## config.mk

```make
export PLATFORM = sky130hd
export DESIGN_NAME = telemetry_fault_nvm_regs
export DESIGN_NICKNAME = d
export VERILOG_FILES = /design/src/design/telemetry_pkg.sv /design/src/design/split_result_if.sv /design/src/design/telemetry_fault_nvm_regs.sv /design/src/design/split_result_hold.sv
export SDC_FILE = /design/constraint.sdc
export NUM_CORES = 1
export LEC_CHECK = 0
export BUFFER_PORTS_ARGS = -buffer_cell sky130_fd_sc_hd__buf_2
export CAP_MARGIN = 20
export CORE_MARGIN = 10
export CORE_UTILIZATION = 55
export CTS_CLUSTER_SIZE = 14
export DETAILED_ROUTE_END_ITERATION = 8
export GPL_ROUTABILITY_DRIVEN = 0
export MAX_ROUTING_LAYER = met4
export PLACE_DENSITY = 0.88
export SYNTH_ARGS = -nofsm -noshare
export SYNTH_HDL_FRONTEND = slang
export SYNTH_SLANG_ARGS = --single-unit
export TNS_END_PERCENT = 30
```

## constraint.sdc

```tcl
create_clock -name clock -period 4.55 [get_ports clock]
set_clock_uncertainty 0.05 [all_clocks]
set_input_delay 0.6825 -clock clock [delete_from_list [all_inputs] [get_ports clock]]
set_output_delay 0.6825 -clock clock [all_outputs]
set_load 0.1 [all_outputs]
```

## src/design/telemetry_pkg.sv

```systemverilog
// Constants and types for the telemetry, fault and nonvolatile program register bank
package telemetry_pkg;
    // Timing
    localparam int CLOCK_PERIOD_NS = 25;
    localparam int QUICK_PERIOD_NS = 32000;
    localparam int PRECISE_PERIOD_NS = 128000;
    localparam int QUICK_CYCLES = QUICK_PERIOD_NS / CLOCK_PERIOD_NS;
    localparam int PRECISE_CYCLES = PRECISE_PERIOD_NS / CLOCK_PERIOD_NS;
    localparam int TIMER_WIDTH = 16;

    // Register offsets and serial address
    localparam logic [7:0] SERIAL_ADDR_BYTE = 8'h60;
    localparam logic [7:0] ADDR_RES_CODE = 8'h02;
    localparam logic [7:0] ADDR_QUICK = 8'h48;
    localparam logic [7:0] ADDR_PRECISE_LOW = 8'h4A;
    localparam logic [7:0] ADDR_PRECISE_HIGH = 8'h4B;
    localparam logic [7:0] ADDR_HEAT_LOW = 8'h4E;
    localparam logic [7:0] ADDR_HEAT_HIGH = 8'h4F;
    localparam logic [7:0] ADDR_FAULTS = 8'h54;
    localparam logic [7:0] ADDR_PROGRAM = 8'h60;
    localparam logic [7:0] ADDR_UNLOCK = 8'h61;

    // Field positions
    localparam int RES_CODE_LSB = 4;
    localparam int FAULT_OVERHEAT_BIT = 0;
    localparam int FAULT_OVERLOAD_BIT = 1;
    localparam int FAULT_SHORT_BIT = 2;
    localparam int CMD_LSB = 3;
    localparam int DONE_BIT = 1;

    // Codes and reset values
    localparam logic [4:0] NVM_PROGRAM_COMMAND = 5'h12;
    localparam logic [7:0] NVM_UNLOCK_VALUE = 8'h61;
    localparam logic [3:0] NVM_LAST_INDEX = 4'hB;
    localparam logic [3:0] NVM_FIRST_INDEX = 4'h0;
    localparam logic [7:0] PROGRAM_RESET = 8'h01;
    localparam logic [7:0] UNLOCK_RESET = 8'h00;
    localparam logic [7:0] BYTE_RESET = 8'h00;
    localparam logic [11:0] RESULT_RESET = 12'h000;
    localparam logic [3:0] RES_CODE_RESET = 4'h0;

    // Scaling of results, for software: full code against full scale
    localparam int SENSE_FULL_SCALE_MV = 100;
    localparam int QUICK_FULL_CODE = 255;
    localparam int PRECISE_FULL_CODE = 4095;
    localparam int HEAT_FULL_SCALE_K = 512;
    localparam int RES_BASE_TENTH_MOHM = 146;
    localparam int RES_STEP_TENTH_MOHM = 8;

    // Program sequencer states
    typedef enum logic [2:0] {
        BURN_IDLE = 3'b001,
        BURN_FETCH = 3'b010,
        BURN_WRITE = 3'b100
    } burn_state_t;
endpackage

```

## src/design/split_result_if.sv

```systemverilog
// Carrier between the register bank and a split 12-bit result holder
`timescale 1ns/1ps
interface split_result_if;
    logic [11:0] sample;
    logic tick;
    logic rd_low;
    logic rd_high;
    logic [11:0] value;
    modport owner (output sample, output tick, output rd_low, output rd_high, input value);
    modport holder (input sample, input tick, input rd_low, input rd_high, output value);
endinterface

```

## src/design/telemetry_fault_nvm_regs.sv

```systemverilog
// Telemetry, fault status and nonvolatile program register bank behind the serial engine
`timescale 1ns/1ps
module telemetry_fault_nvm_regs
    import telemetry_pkg::*;
#(
    parameter int PRECISE_PERIOD_CYCLES = PRECISE_CYCLES,
    parameter int HEAT_PERIOD_CYCLES = PRECISE_CYCLES
) (
    // Clock and reset
    input wire logic clock,
    input wire logic rst,
    // Register port from the serial protocol engine
    input wire logic [7:0] reg_addr,
    input wire logic [7:0] reg_wdata,
    input wire logic reg_write,
    input wire logic reg_read,
    output logic [7:0] reg_rdata,
    // Converter results
    input wire logic [7:0] quick_adc_code,
    input wire logic [11:0] precise_adc_code,
    input wire logic [11:0] heat_adc_code,
    // Protection detectors
    input wire logic die_overheat_flag,
    input wire logic output_overload_flag,
    input wire logic output_short_flag,
    // Configuration bytes to burn
    output logic [3:0] cfg_read_index,
    input wire logic [7:0] cfg_read_data,
    output logic [3:0] inductor_resistance_code,
    // Nonvolatile memory write port
    output logic nvm_write_req,
    output logic [3:0] nvm_write_addr,
    output logic [7:0] nvm_write_data,
    input wire logic nvm_write_ack
);
    localparam logic [TIMER_WIDTH-1:0] QUICK_LAST = TIMER_WIDTH'(QUICK_CYCLES - 1);
    localparam logic [TIMER_WIDTH-1:0] PRECISE_LAST = TIMER_WIDTH'(PRECISE_PERIOD_CYCLES - 1);
    localparam logic [TIMER_WIDTH-1:0] HEAT_LAST = TIMER_WIDTH'(HEAT_PERIOD_CYCLES - 1);

    logic [TIMER_WIDTH-1:0] quick_timer_reg;
    logic [TIMER_WIDTH-1:0] precise_timer_reg;
    logic [TIMER_WIDTH-1:0] heat_timer_reg;
    logic quick_tick;
    logic [7:0] quick_current_result_reg;
    logic [2:0] fault_flags_reg;
    logic [4:0] nvm_program_command_reg;
    logic nvm_program_done_reg;
    logic [7:0] nvm_unlock_key_reg;
    logic [3:0] res_code_reg;
    logic [3:0] burn_index_reg;
    logic [7:0] burn_data_reg;
    burn_state_t burn_state_reg;
    burn_state_t burn_state_next;
    logic write_program;
    logic command_hit;
    logic unlocked;
    logic program_accept;
    logic burn_last;
    logic [7:0] read_mux;

    split_result_if precise_bus ();
    split_result_if heat_bus ();

    // Conversion timers; each result has its own cadence
    always_ff @(posedge clock) begin
        if (rst) begin
            quick_timer_reg <= '0;
        end else if (quick_tick) begin
            quick_timer_reg <= '0;
        end else begin
            quick_timer_reg <= quick_timer_reg + 1'b1;
        end
    end

    always_ff @(posedge clock) begin
        if (rst || precise_bus.tick) begin
            precise_timer_reg <= '0;
        end else begin
            precise_timer_reg <= precise_timer_reg + 1'b1;
        end
    end

    always_ff @(posedge clock) begin
        if (rst || heat_bus.tick) begin
            heat_timer_reg <= '0;
        end else begin
            heat_timer_reg <= heat_timer_reg + 1'b1;
        end
    end

    assign quick_tick = (quick_timer_reg == QUICK_LAST);
    assign precise_bus.tick = (precise_timer_reg == PRECISE_LAST);
    assign heat_bus.tick = (heat_timer_reg == HEAT_LAST);

    // Fast current byte: code over 255 is sense voltage over 100 mV
    always_ff @(posedge clock) begin
        if (rst) begin
            quick_current_result_reg <= BYTE_RESET;
        end else if (quick_tick) begin
            quick_current_result_reg <= quick_adc_code;
        end
    end

    // Precise current: code over 4095 is sense voltage over 100 mV
    assign precise_bus.sample = precise_adc_code;
    // Die temperature: code over 4095 is kelvin over 512
    assign heat_bus.sample = heat_adc_code;

    // Reading a half tells its holder that byte has gone out
    assign precise_bus.rd_low = reg_read && (reg_addr == ADDR_PRECISE_LOW);
    assign precise_bus.rd_high = reg_read && (reg_addr == ADDR_PRECISE_HIGH);
    assign heat_bus.rd_low = reg_read && (reg_addr == ADDR_HEAT_LOW);
    assign heat_bus.rd_high = reg_read && (reg_addr == ADDR_HEAT_HIGH);

    split_result_hold precise_hold (
        .clock(clock),
        .rst(rst),
        .res(precise_bus.holder)
    );

    split_result_hold heat_hold (
        .clock(clock),
        .rst(rst),
        .res(heat_bus.holder)
    );

    // Fault flags follow the detectors live, one cycle late
    always_ff @(posedge clock) begin
        if (rst) begin
            fault_flags_reg <= 3'h0;
        end else begin
            fault_flags_reg[FAULT_OVERHEAT_BIT] <= die_overheat_flag;
            fault_flags_reg[FAULT_OVERLOAD_BIT] <= output_overload_flag;
            fault_flags_reg[FAULT_SHORT_BIT] <= output_short_flag;
        end
    end

    // Inductor resistance: 14.6 mohm plus 0.8 mohm per code step
    always_ff @(posedge clock) begin
        if (rst) begin
            res_code_reg <= RES_CODE_RESET;
        end else if (reg_write && reg_addr == ADDR_RES_CODE) begin
            res_code_reg <= reg_wdata[RES_CODE_LSB +: 4];
        end
    end

    assign inductor_resistance_code = res_code_reg;

    // Unlock key is a plain byte; only its exact value opens the user area
    always_ff @(posedge clock) begin
        if (rst) begin
            nvm_unlock_key_reg <= UNLOCK_RESET;
        end else if (reg_write && reg_addr == ADDR_UNLOCK) begin
            nvm_unlock_key_reg <= reg_wdata;
        end
    end

    // Command decode; low three bits of the write are ignored anyway
    assign write_program = reg_write && (reg_addr == ADDR_PROGRAM);
    assign command_hit = reg_wdata[CMD_LSB +: 5] == NVM_PROGRAM_COMMAND;
    assign unlocked = (nvm_unlock_key_reg == NVM_UNLOCK_VALUE);
    // A command while locked or still burning starts nothing
    assign program_accept = write_program && command_hit && unlocked
        && (burn_state_reg == BURN_IDLE);
    assign burn_last = (burn_index_reg == NVM_LAST_INDEX);

    // Command field is read/write storage
    always_ff @(posedge clock) begin
        if (rst) begin
            nvm_program_command_reg <= PROGRAM_RESET[CMD_LSB +: 5];
        end else if (write_program) begin
            nvm_program_command_reg <= reg_wdata[CMD_LSB +: 5];
        end
    end

    // Done flag: cleared on accept, raised when the last byte is taken
    always_ff @(posedge clock) begin
        if (rst) begin
            nvm_program_done_reg <= PROGRAM_RESET[DONE_BIT];
        end else if (program_accept) begin
            nvm_program_done_reg <= 1'b0;
        end else if (burn_state_reg == BURN_WRITE && nvm_write_ack && burn_last) begin
            nvm_program_done_reg <= 1'b1;
        end
    end

    // Sequencer: fetch each config byte into a flop, then hold the request
    always_comb begin
        burn_state_next = burn_state_reg;
        case (burn_state_reg)
            BURN_IDLE: begin
                if (program_accept) begin
                    burn_state_next = BURN_FETCH;
                end
            end
            BURN_FETCH: begin
                burn_state_next = BURN_WRITE;
            end
            BURN_WRITE: begin
                if (nvm_write_ack) begin
                    burn_state_next = burn_last ? BURN_IDLE : BURN_FETCH;
                end
            end
            default: begin
                burn_state_next = BURN_IDLE;
            end
        endcase
    end

    always_ff @(posedge clock) begin
        if (rst) begin
            burn_state_reg <= BURN_IDLE;
        end else begin
            burn_state_reg <= burn_state_next;
        end
    end

    // Walks addresses 0x00 through 0x0B in order
    always_ff @(posedge clock) begin
        if (rst) begin
            burn_index_reg <= NVM_FIRST_INDEX;
        end else if (program_accept) begin
            burn_index_reg <= NVM_FIRST_INDEX;
        end else if (burn_state_reg == BURN_WRITE && nvm_write_ack && !burn_last) begin
            burn_index_reg <= burn_index_reg + 1'b1;
        end
    end

    // The resistance byte lives here; the rest come from the config block
    always_ff @(posedge clock) begin
        if (rst) begin
            burn_data_reg <= BYTE_RESET;
        end else if (burn_state_reg == BURN_FETCH) begin
            if (burn_index_reg == ADDR_RES_CODE[3:0]) begin
                burn_data_reg <= {res_code_reg, 4'h0};
            end else begin
                burn_data_reg <= cfg_read_data;
            end
        end
    end

    assign cfg_read_index = burn_index_reg;
    assign nvm_write_req = (burn_state_reg == BURN_WRITE);
    assign nvm_write_addr = burn_index_reg;
    assign nvm_write_data = burn_data_reg;

    // Read mux; unmapped offsets and reserved bits give zero, except bit 0 of the program register, which reads 1
    always_comb begin
        case (reg_addr)
            ADDR_RES_CODE: read_mux = {res_code_reg, 4'h0};
            ADDR_QUICK: read_mux = quick_current_result_reg;
            ADDR_PRECISE_LOW: read_mux = {precise_bus.value[3:0], 4'h0};
            ADDR_PRECISE_HIGH: read_mux = precise_bus.value[11:4];
            ADDR_HEAT_LOW: read_mux = {heat_bus.value[3:0], 4'h0};
            ADDR_HEAT_HIGH: read_mux = heat_bus.value[11:4];
            ADDR_FAULTS: read_mux = {5'h00, fault_flags_reg};
            ADDR_PROGRAM: read_mux = {nvm_program_command_reg, PROGRAM_RESET[2],
                nvm_program_done_reg, PROGRAM_RESET[0]};
            ADDR_UNLOCK: read_mux = nvm_unlock_key_reg;
            default: read_mux = 8'h00;
        endcase
    end

    // Read data is registered so the serial engine sees a steady byte
    always_ff @(posedge clock) begin
        if (rst) begin
            reg_rdata <= BYTE_RESET;
        end else if (reg_read) begin
            reg_rdata <= read_mux;
        end
    end

    AST_QUICK_SAMPLE: assert property (@(posedge clock) disable iff (rst)
        quick_tick |=> quick_current_result_reg == $past(quick_adc_code))
        else $error("fast current byte missed its conversion");
    AST_QUICK_HOLD: assert property (@(posedge clock) disable iff (rst)
        quick_tick |=> !quick_tick [*8])
        else $error("fast conversion ticks too close");
    AST_LOW_NIBBLE: assert property (@(posedge clock) disable iff (rst)
        reg_read && (reg_addr == ADDR_PRECISE_LOW || reg_addr == ADDR_HEAT_LOW)
        |=> reg_rdata[3:0] == 4'h0)
        else $error("reserved low nibble read nonzero");
    AST_HEAT_HIGH: assert property (@(posedge clock) disable iff (rst)
        reg_read && reg_addr == ADDR_HEAT_HIGH |=> reg_rdata == $past(heat_bus.value[11:4]))
        else $error("temperature high byte wrong");
    AST_FAULT_MAP: assert property (@(posedge clock) disable iff (rst)
        1'b1 |=> fault_flags_reg == $past({output_short_flag, output_overload_flag,
        die_overheat_flag}))
        else $error("fault flags do not follow detectors");
    AST_DONE_CLEAR: assert property (@(posedge clock) disable iff (rst)
        program_accept |=> !nvm_program_done_reg && burn_state_reg == BURN_FETCH)
        else $error("accepted command did not clear done");
    AST_LOCKED_IGNORE: assert property (@(posedge clock) disable iff (rst)
        write_program && command_hit && !unlocked && burn_state_reg == BURN_IDLE
        |=> burn_state_reg == BURN_IDLE && $stable(nvm_program_done_reg))
        else $error("locked program command was acted on");
    AST_BURN_END: assert property (@(posedge clock) disable iff (rst)
        nvm_write_req && nvm_write_ack && burn_last
        |=> nvm_program_done_reg && !nvm_write_req)
        else $error("done not raised after last byte");

    CVR_BURN: cover property (@(posedge clock) disable iff (rst)
        program_accept ##[1:200] nvm_program_done_reg);
    CVR_LOCKED: cover property (@(posedge clock) disable iff (rst)
        write_program && command_hit && !unlocked);
    CVR_FAULT: cover property (@(posedge clock) disable iff (rst)
        fault_flags_reg == 3'h7);
endmodule // telemetry_fault_nvm_regs

```

## src/design/split_result_hold.sv

```systemverilog
// Holder for one split 12-bit conversion result with read-both-bytes reload gating
`timescale 1ns/1ps
module split_result_hold
    import telemetry_pkg::*;
(
    // Clock and reset
    input wire logic clock,
    input wire logic rst,
    // Result path
    split_result_if.holder res
);
    logic [11:0] value_reg;
    logic [11:0] pending_reg;
    logic pending_reg_valid;
    logic low_seen_reg;
    logic high_seen_reg;
    logic armed;

    // Both halves of the shown value have gone out to the host
    assign armed = low_seen_reg && high_seen_reg;
    assign res.value = value_reg;

    // Newest conversion waits here until the host has taken the old pair
    always_ff @(posedge clock) begin
        if (rst) begin
            pending_reg <= RESULT_RESET;
            pending_reg_valid <= 1'b0;
        end else if (res.tick) begin
            pending_reg <= res.sample;
            pending_reg_valid <= 1'b1;
        end else if (armed) begin
            pending_reg_valid <= 1'b0;
        end
    end

    // Shown value moves only when both bytes were read
    always_ff @(posedge clock) begin
        if (rst) begin
            value_reg <= RESULT_RESET;
        end else if (armed && pending_reg_valid) begin
            value_reg <= pending_reg;
        end
    end

    // Read tracking; armed after reset so the first conversion shows at once
    always_ff @(posedge clock) begin
        if (rst) begin
            low_seen_reg <= 1'b1;
            high_seen_reg <= 1'b1;
        end else if (armed && pending_reg_valid) begin
            low_seen_reg <= 1'b0; // A read in this cycle returned the old value
            high_seen_reg <= 1'b0;
        end else begin
            low_seen_reg <= low_seen_reg || res.rd_low;
            high_seen_reg <= high_seen_reg || res.rd_high;
        end
    end

    AST_HOLD_FROZEN: assert property (@(posedge clock) disable iff (rst)
        !armed |=> $stable(value_reg))
        else $error("split result changed before both bytes were read");
    AST_HOLD_LOAD: assert property (@(posedge clock) disable iff (rst)
        armed && pending_reg_valid |=> value_reg == $past(pending_reg) && !armed)
        else $error("armed split result did not take the pending conversion");
    CVR_HOLD_RELOAD: cover property (@(posedge clock) disable iff (rst)
        !armed ##[1:20] armed && pending_reg_valid);
endmodule // split_result_hold

```

Yosys cells after proc, flatten, opt, wreduce, memory -nomap -nowiden --
Cells that the tools add are included.
Operators by class: $add $sub $neg 4, reductions and logical operators 29, multiplexer cells 14, equality and inequality tests 21
Operator list (number):
- equality test 8 x 7 -> 1 bit (second input constant) | 9
- one-hot mux 8 bit (9 select lines) | 1
- adder 16 x 1 -> 16 bit (second input constant) | 3
- equality test 16 x 13 -> 1 bit (second input constant) | 2
- logical AND 1 bit | 17
- equality test 16 x 11 -> 1 bit (second input constant) | 1
- one-hot mux 3 bit (3 select lines) | 1
- equality test 8 x 2 -> 1 bit (second input constant) | 1
- 2-to-1 mux 1 bit | 8
- 2-to-1 mux 8 bit | 1
- logical OR 1 bit | 6
- 2-to-1 mux 3 bit | 2
- equality test 5 bit (second input constant) | 1
- adder 4 x 1 -> 4 bit (second input constant) | 1
- equality test 4 x 2 -> 1 bit (second input constant) | 1
- equality test 4 bit (second input constant) | 1
- nonzero test 2 bit | 2
- OR reduction 2 bit | 2
- equality test 3 x 1 -> 1 bit (second input constant) | 1
- equality test 3 x 2 -> 1 bit (second input constant) | 1
- equality test 3 bit (second input constant) | 1
- 2-to-1 mux 2 bit | 1
- inequality test 2 x 1 -> 1 bit (second input constant) | 1
- inequality test 2 bit (second input constant) | 1
- 2 further kinds | 2
Word-level totals: input bits 64, register bits 154, output and inout bits 29

Longest topological paths before layout --
Gate-level depths: netlist of the first run.
depth after elaboration 7, mapped depth 9, gate-level depth less buffers 6

By module --
A second synthesis of the first run with hierarchy kept.
Second synthesis, totals: cells, all modules 720, area total of the unflattened synthesis 6940.4 µm²
Modules (own cells, without submodules):
- telemetry_fault_nvm_regs | seq. area each 2001.9 µm², times used 1, area each 4773.3 µm², cells an instance 516
- split_result_hold | seq. area each 540.5 µm², times used 2, area each 1083.5 µm², cells an instance 102

Worst setup path before layout of the first run --
OpenSTA, ideal clock, no wires.
path kind register to register, from reg burn_state_reg[2], to reg burn_index_reg[3] (netlist: cfg_read_index[3]), slack 0.695 ns, library setup time 0.067 ns, arrival time 3.738 ns, data required time 4.433 ns, buffers on the path 1, stages on the path, launching flop included 7, cells stage by stage dfxtp_1 > nor3b_1 > and3_1 > clkbuf_1 > nand4_1 > xor2_1 > nor2_1
Between the ends: cells in the longest elaborated chain, start to end 3, elaborated cells between the ends (all ways) 6, those cells by class eq/ne (2); reduce/logical (4)
RTL lines:
- start, declared | line telemetry_fault_nvm_regs.sv:52 | burn_state_t burn_state_reg;
- start signal, assigned | line telemetry_fault_nvm_regs.sv:214 | burn_state_reg <= burn_state_next;
- equality test 3 bit
- net nvm_write_req | line telemetry_fault_nvm_regs.sv:31 | output logic nvm_write_req,
- logical AND 1 bit (2 in series) | line telemetry_fault_nvm_regs.sv:224 | end else if (burn_state_reg == BURN_WRITE && nvm_write_ack && !burn_last) begin
- end signal, assigned | line telemetry_fault_nvm_regs.sv:225 | burn_index_reg <= burn_index_reg + 1'b1;
- end, declared | line telemetry_fault_nvm_regs.sv:50 | logic [3:0] burn_index_reg;
The timed path passes the listed nets, and every way through them passes these cells. A chain may end at the register's enable or synchronous reset.

Worst setup path in the final report of the first run --
from reg heat_timer_reg[0], to reg heat_timer_reg[11]
Between the ends: cells in the longest elaborated chain, start to end 2, elaborated cells between the ends (all ways) 3, those cells by class add/sub (1); eq/ne (1); reduce/logical (1)
RTL lines:
- start, declared | line telemetry_fault_nvm_regs.sv:42 | logic [TIMER_WIDTH-1:0] heat_timer_reg;
- start signal, assigned | line telemetry_fault_nvm_regs.sv:87 | heat_timer_reg <= heat_timer_reg + 1'b1;
- parallel branches: the longest is 2 deep, another holds adder 16 x 1 -> 16 bit
Several ways; the timed one is not identified.

==> results.json, run 1 <==
{
  "finalWirelength_um": 15800,
  "ios": 93,
  "layout-drive-gt1-share": 0.169,
  "die_h_um": 129,
  "critPathMaxFanout": 15,
  "post-route-drc-count": 0,
  "final_common_cell": "dfxtp_1",
  "finalWorstSetupSlack_ns": 1.81,
  "wl_per_cell_um": 16.4,
  "holdCritPathClass": "flop to flop",
  "grt_setup_unrepaired": "false",
  "critical_path.endpoint_type": "flop",
  "grt.met1_usage": 0.242,
  "grt-busiest-layer": "met2",
  "dp_worst_setup_slack_ns": 1.81,
  "grt.total_usage": 0.196,
  "post_cts_buffers": 0,
  "vias": 5430,
  "status": "completed",
  "slew_headroom": 0.290,
  "rows": 39,
  "power.leakage_nw": 2.96,
  "htreeDepth": 4,
  "cts.hold.buffers_added": 0,
  "hold_violations": 0,
  "synthArstFlopShare": 0,
  "dieArea_um2": 16600,
  "synth_mux_area_frac": 0.0873,
  "synthSimpleGateAreaFrac": 0.244,
  "grt_use_met3": 0.0522,
  "syn_avg_cell_area_um2": 8.86,
  "critPathSlowestCell": "nor4_4",
  "n_fill_cell": 909,
  "crit_path_start_kind": "flop",
  "die_width_um": 129,
  "antenna_found_initial": 0,
  "fin_crit_sh": 0.603,
  "grt.overflow.total": 0,
  "cts_tree": "built",
  "worst-setup-path-type": "flop to flop",
  "grt_max_degree": 36,
  "fin_nets": 876,
  "numCtsBuffers": 17,
  "initial_core_util": 0.565,
  "ant_nets": 0,
  "power_density_nw_per_um2": 378,
  "synth_nets": 803,
  "worst_skew_pair.late_latency_ns": 0.42,
  "setup_viol": 0,
  "area.growth.synth_to_final_pct": 16.4,
  "viasPerCell": 5.65,
  "grt_pass1_wl_um": 25600,
  "cts_buffer_depth": 2,
  "portBuffers": 92,
  "total_power_mw": 2.86,
  "dpl.hpwl_um": 11100,
  "cts_resized": 0,
  "dp.cells": 931,
  "worst_path_largest_cell_delay_ns": 0.91,
  "clockRootBuffer": "clkbuf_16",
  "crit_chain": "ha_1 > and4_1 > nand4_2 > nor4_4 > or2_1 > nor2_1",
  "synth-warning-count": 0,
  "ys_types": 58,
  "synth_compound_area_frac": 0.0948,
  "worst_ep_arrival_time_ns": 2.98,
  "cap_violations": 0,
  "synth_top_family_by_area": "simple AND/OR/NAND/NOR gates",
  "dominantRegCellSynth": "dfxtp_1",
  "insertedDiodeCount": 0,
  "grt_pass1_vias": 5198,
  "fmax_mhz": 364,
  "clk_pin_slew_ns": 0.06,
  "ys_seq_area_frac": 0.474,
  "synth.ff_latch_count": 154,
  "slew_violations": 0,
  "clkSinkCount": 154,
  "synth_fa_ha_area_frac": 0.00962,
  "use_met2": 0.304,
  "drtPass1Iterations": 6,
  "vdd_drop_max_v": 0.000341,
  "fin_crit_ns": 2.74,
  "dr.first_iter.drc_count": 606,
  "required_ns": 4.79,
  "layoutNonFillerInstCount": 961,
  "synth_xor_area_frac": 0.0579,
  "setup_tns_ns": 0,
  "synth-edff-count": 0,
  "core_um2": 11500,
  "worst_pin_slew_ns": 1.06,
  "syn_area_um2": 6500,
  "final_cell_mix": "dfxtp_1 (154), nor2_1 (118), nand2_1 (109), buf_2 (92), mux2i_1 (50)",
  "syn_inst": 734
}
cell families after synthesis:
| group | Yosys count |
|---|---|
| simple gates | 328 |
| flops | 154 |
| compound gates | 100 |
| mux | 56 |
| buf+inv | 48 |
| xor+xnor | 43 |
| fa+ha+maj | 5 |
where the power goes:
group	switching, mW	total (mW)	internal, mW
combinational	0.0617	0.0995	0.0377
sequential	0.00592	1.36	1.36
clock	0.526	1.40	0.871
worst paths after layout:
| check | slack, ns | depth (start not counted) | endpoint | from |
|---|---|---|---|---|
| max | 1.81 | 6 | heat_timer_reg[11]$_SDFF_PP0_ | heat_timer_reg[0]$_SDFF_PP0_ |
| min | 0.39 | 1 | heat_timer_reg[0]$_SDFF_PP0_ | heat_timer_reg[0]$_SDFF_PP0_ |
| max reg2reg | 1.81 | 6 | heat_timer_reg[11]$_SDFF_PP0_ | heat_timer_reg[0]$_SDFF_PP0_ |
| min reg2reg | 0.39 | 1 | heat_timer_reg[0]$_SDFF_PP0_ | heat_timer_reg[0]$_SDFF_PP0_ |
worst max-delay path, delay by kind of cell, from the launching register on:
kind | cells | cell delay, ns
AND/OR/NAND/NOR | 5 | 1.99
adder cells (fa/ha/maj) | 1 | 0.21
flip-flops | 1 | 0.34
cell type report:
class,instances,area [um^2],share of cell area
clock buffer,23,498,0.0658
timing repair buffer,94,475,0.0628
inverter,8,30.0,0.00397
multi-input combinational,532,3220,0.425
clock inverter,7,90.1,0.0119
tap,143,179,0.0236
sequential,154,3080,0.407
stage by stage:
stage / hold slack, ns / area [um^2] / utilization
finish: 0.390 / 7570 / 0.657
floorplan: 0.363 / 6500 / -
global route: 0.410 / 7570 / 0.657
CTS: 0.392 / 7570 / 0.657
detailed placement: 0.383 / 6980 / 0.606
global placement: 0.375 / 6980 / 0.606
cell usage after synthesis (7+ instances only):
| cell type | count | area (um^2) |
|---|---|---|
| xor2_1 | 22 | 193 |
| mux2i_1 | 50 | 500 |
| and3_1 | 9 | 56.3 |
| inv_1 | 7 | 26.3 |
| clkbuf_1 | 23 | 86.3 |
| nand4_1 | 9 | 56.3 |
| nand2_1 | 109 | 409 |
| a21oi_1 | 45 | 225 |
| nor3_1 | 7 | 35.0 |
| nand3_1 | 19 | 95.1 |
| nor2_1 | 118 | 443 |
| o21ai_1 | 9 | 45.0 |
| buf_2 | 11 | 55.1 |
| xnor2_1 | 21 | 184 |
| a22oi_1 | 9 | 67.6 |
| dfxtp_1 | 154 | 3080 |
layer usage:
metal / vias to the layer above / routed length [um]
li1: 2669 / -
met2: 185 / 7490
met5: - / 0
met1: 2546 / 7070
met3: 30 / 962
met4: 0 / 291
No activity file was read; power rests on OpenSTA's default activity.
==> run 2, diff against run 1 <==
clock period = 2.6 ns   (was 4.55 ns; I/O delays follow)
==> results.json, run 2 (synthesis gave the netlist of run 1 again) <==
{
  "vdd_drop_max_v": 0.000442,
  "final-seq-area_um2": 3080,
  "initial_core_util": 0.565,
  "post-route-util": 0.666,
  "hold_violations": 0,
  "dieArea_um2": 16600,
  "post-route-drc-count": 0,
  "core_um2": 11500,
  "cap_violations": 0,
  "critical_path.endpoint_type": "flop",
  "worst-setup-path-type": "flop to flop",
  "fmax_mhz": 457,
  "grt.overflow.total": 0,
  "final_cell_mix": "dfxtp_1 (154), nor2_1 (118), nand2_1 (109), buf_2 (91), mux2i_1 (50)",
  "swShare": 0.201,
  "vias": 5450,
  "clockRootBuffer": "clkbuf_16",
  "dp_worst_setup_slack_ns": 0.332,
  "cts_resized": 0,
  "fin_crit_ns": 2.19,
  "holdCritPathClass": "primary input to flop",
  "rrSetupSlack_ns": 0.41,
  "wl_per_cell_um": 16.7,
  "switchingPower_mw": 1.03,
  "setup_viol": 0,
  "grt_pass1_vias": 5425,
  "numCtsBuffers": 17,
  "area.growth.synth_to_final_pct": 17.9,
  "dpl.hpwl_um": 11500,
  "total_power_mw": 5.12,
  "n_fill_cell": 925,
  "required_ns": 2.83,
  "p_comb_frac": 0.035,
  "worst_ep_arrival_time_ns": 2.42,
  "slew_violations": 0,
  "clkSinkCount": 154,
  "p_seq_frac": 0.466,
  "viasPerCell": 5.62,
  "insertedDiodeCount": 0,
  "antenna_found_initial": 0,
  "ant_nets": 0,
  "grt_pass1_wl_um": 26300,
  "crit_path_start_kind": "flop",
  "slew_headroom": 0.302,
  "rows": 39,
  "worst_pin_slew_ns": 1.05,
  "setup_tns_ns": 0,
  "clkPwrFrac": 0.500,
  "portBuffers": 92,
  "clk_pin_slew_ns": 0.06,
  "cts.hold.buffers_added": 0,
  "holdPathStages": 2,
  "die_h_um": 129,
  "grt.total_usage": 0.201,
  "layout-drive-gt1-share": 0.175,
  "fin_crit_sh": 0.842,
  "finalWorstSetupSlack_ns": 0.410,
  "final_common_cell": "dfxtp_1",
  "cts_buffer_depth": 2,
  "htreeDepth": 4,
  "drtPass1Iterations": 5,
  "ios": 93,
  "reg2regPathDepth": 6,
  "cts_tree": "built",
  "worst_skew_pair.late_latency_ns": 0.41,
  "status": "completed",
  "power.leakage_nw": 3.01,
  "grt_setup_unrepaired": "false",
  "dr.first_iter.drc_count": 373,
  "grt_max_degree": 46,
  "finalWirelength_um": 16200,
  "multi_input_comb_area_um2": 3230,
  "internal-power_mw": 4.09,
  "post_cts_buffers": 0,
  "critPathMaxFanout": 15,
  "die_width_um": 129,
  "fin_nets": 884,
  "power_density_nw_per_um2": 668
}
[run 2: power by group through the flow]
stage | Sequential (mW) | Combinational, mW | Clock [mW]
5_1_grt | 2.39 | 0.193 | 2.71
6_report | 2.39 | 0.177 | 2.56
3_5_place_dp | 2.44 | 0.173 | 0
3_3_place_gp | 2.44 | 0.170 | 0
2_1_floorplan | 2.43 | 0.0870 | 0
4_1_cts | 2.39 | 0.175 | 2.58
[run 2: area by class of cell]
cell class	count	share of cell area
clock buffer	23	0.0610
timing repair buffer	102	0.0702
sequential	154	0.402
tap	143	0.0233
clock inverter	8	0.0186
multi-input combinational	532	0.421
inverter	8	0.00392
[run 2: per-stage QoR]
stage | hold WS, ns | instances | area, um^2
after detailed placement | 0.393 | 939 | 7060
after global placement | 0.374 | 939 | 7060
after CTS | 0.151 | 970 | 7670
after floorplan | 0.363 | 734 | 6520
after global routing | 0.158 | 970 | 7670
final | 0.158 | 970 | 7670
[run 2: worst max-delay path: stages, from the launching register on]
cell and delay (ns):
dfxtp_1 0.35, ha_1 0.21, and4_1 0.27, nand4_2 0.19, nor4_4 0.40, or2_1 0.48
nor2_1 0.11
[run 2: path summary, 6_finish.rpt]
check / start / endpoint
hold / removal: output_short_flag / fault_flags_reg[2]$_SDFF_PP0_
setup / recovery: heat_timer_reg[0]$_SDFF_PP0_ / heat_timer_reg[7]$_SDFF_PP0_
hold reg to reg: heat_timer_reg[0]$_SDFF_PP0_ / heat_timer_reg[0]$_SDFF_PP0_
setup reg to reg: heat_timer_reg[0]$_SDFF_PP0_ / heat_timer_reg[7]$_SDFF_PP0_
[run 2: metal layers]
metal  vias up  share of wire  global-route usage
met5         -              0                   -
met3        22          0.063              0.0505
met1      2560           0.44               0.240
li1       2683              -                   -
met2       185           0.48               0.324
met4         0          0.016              0.0729
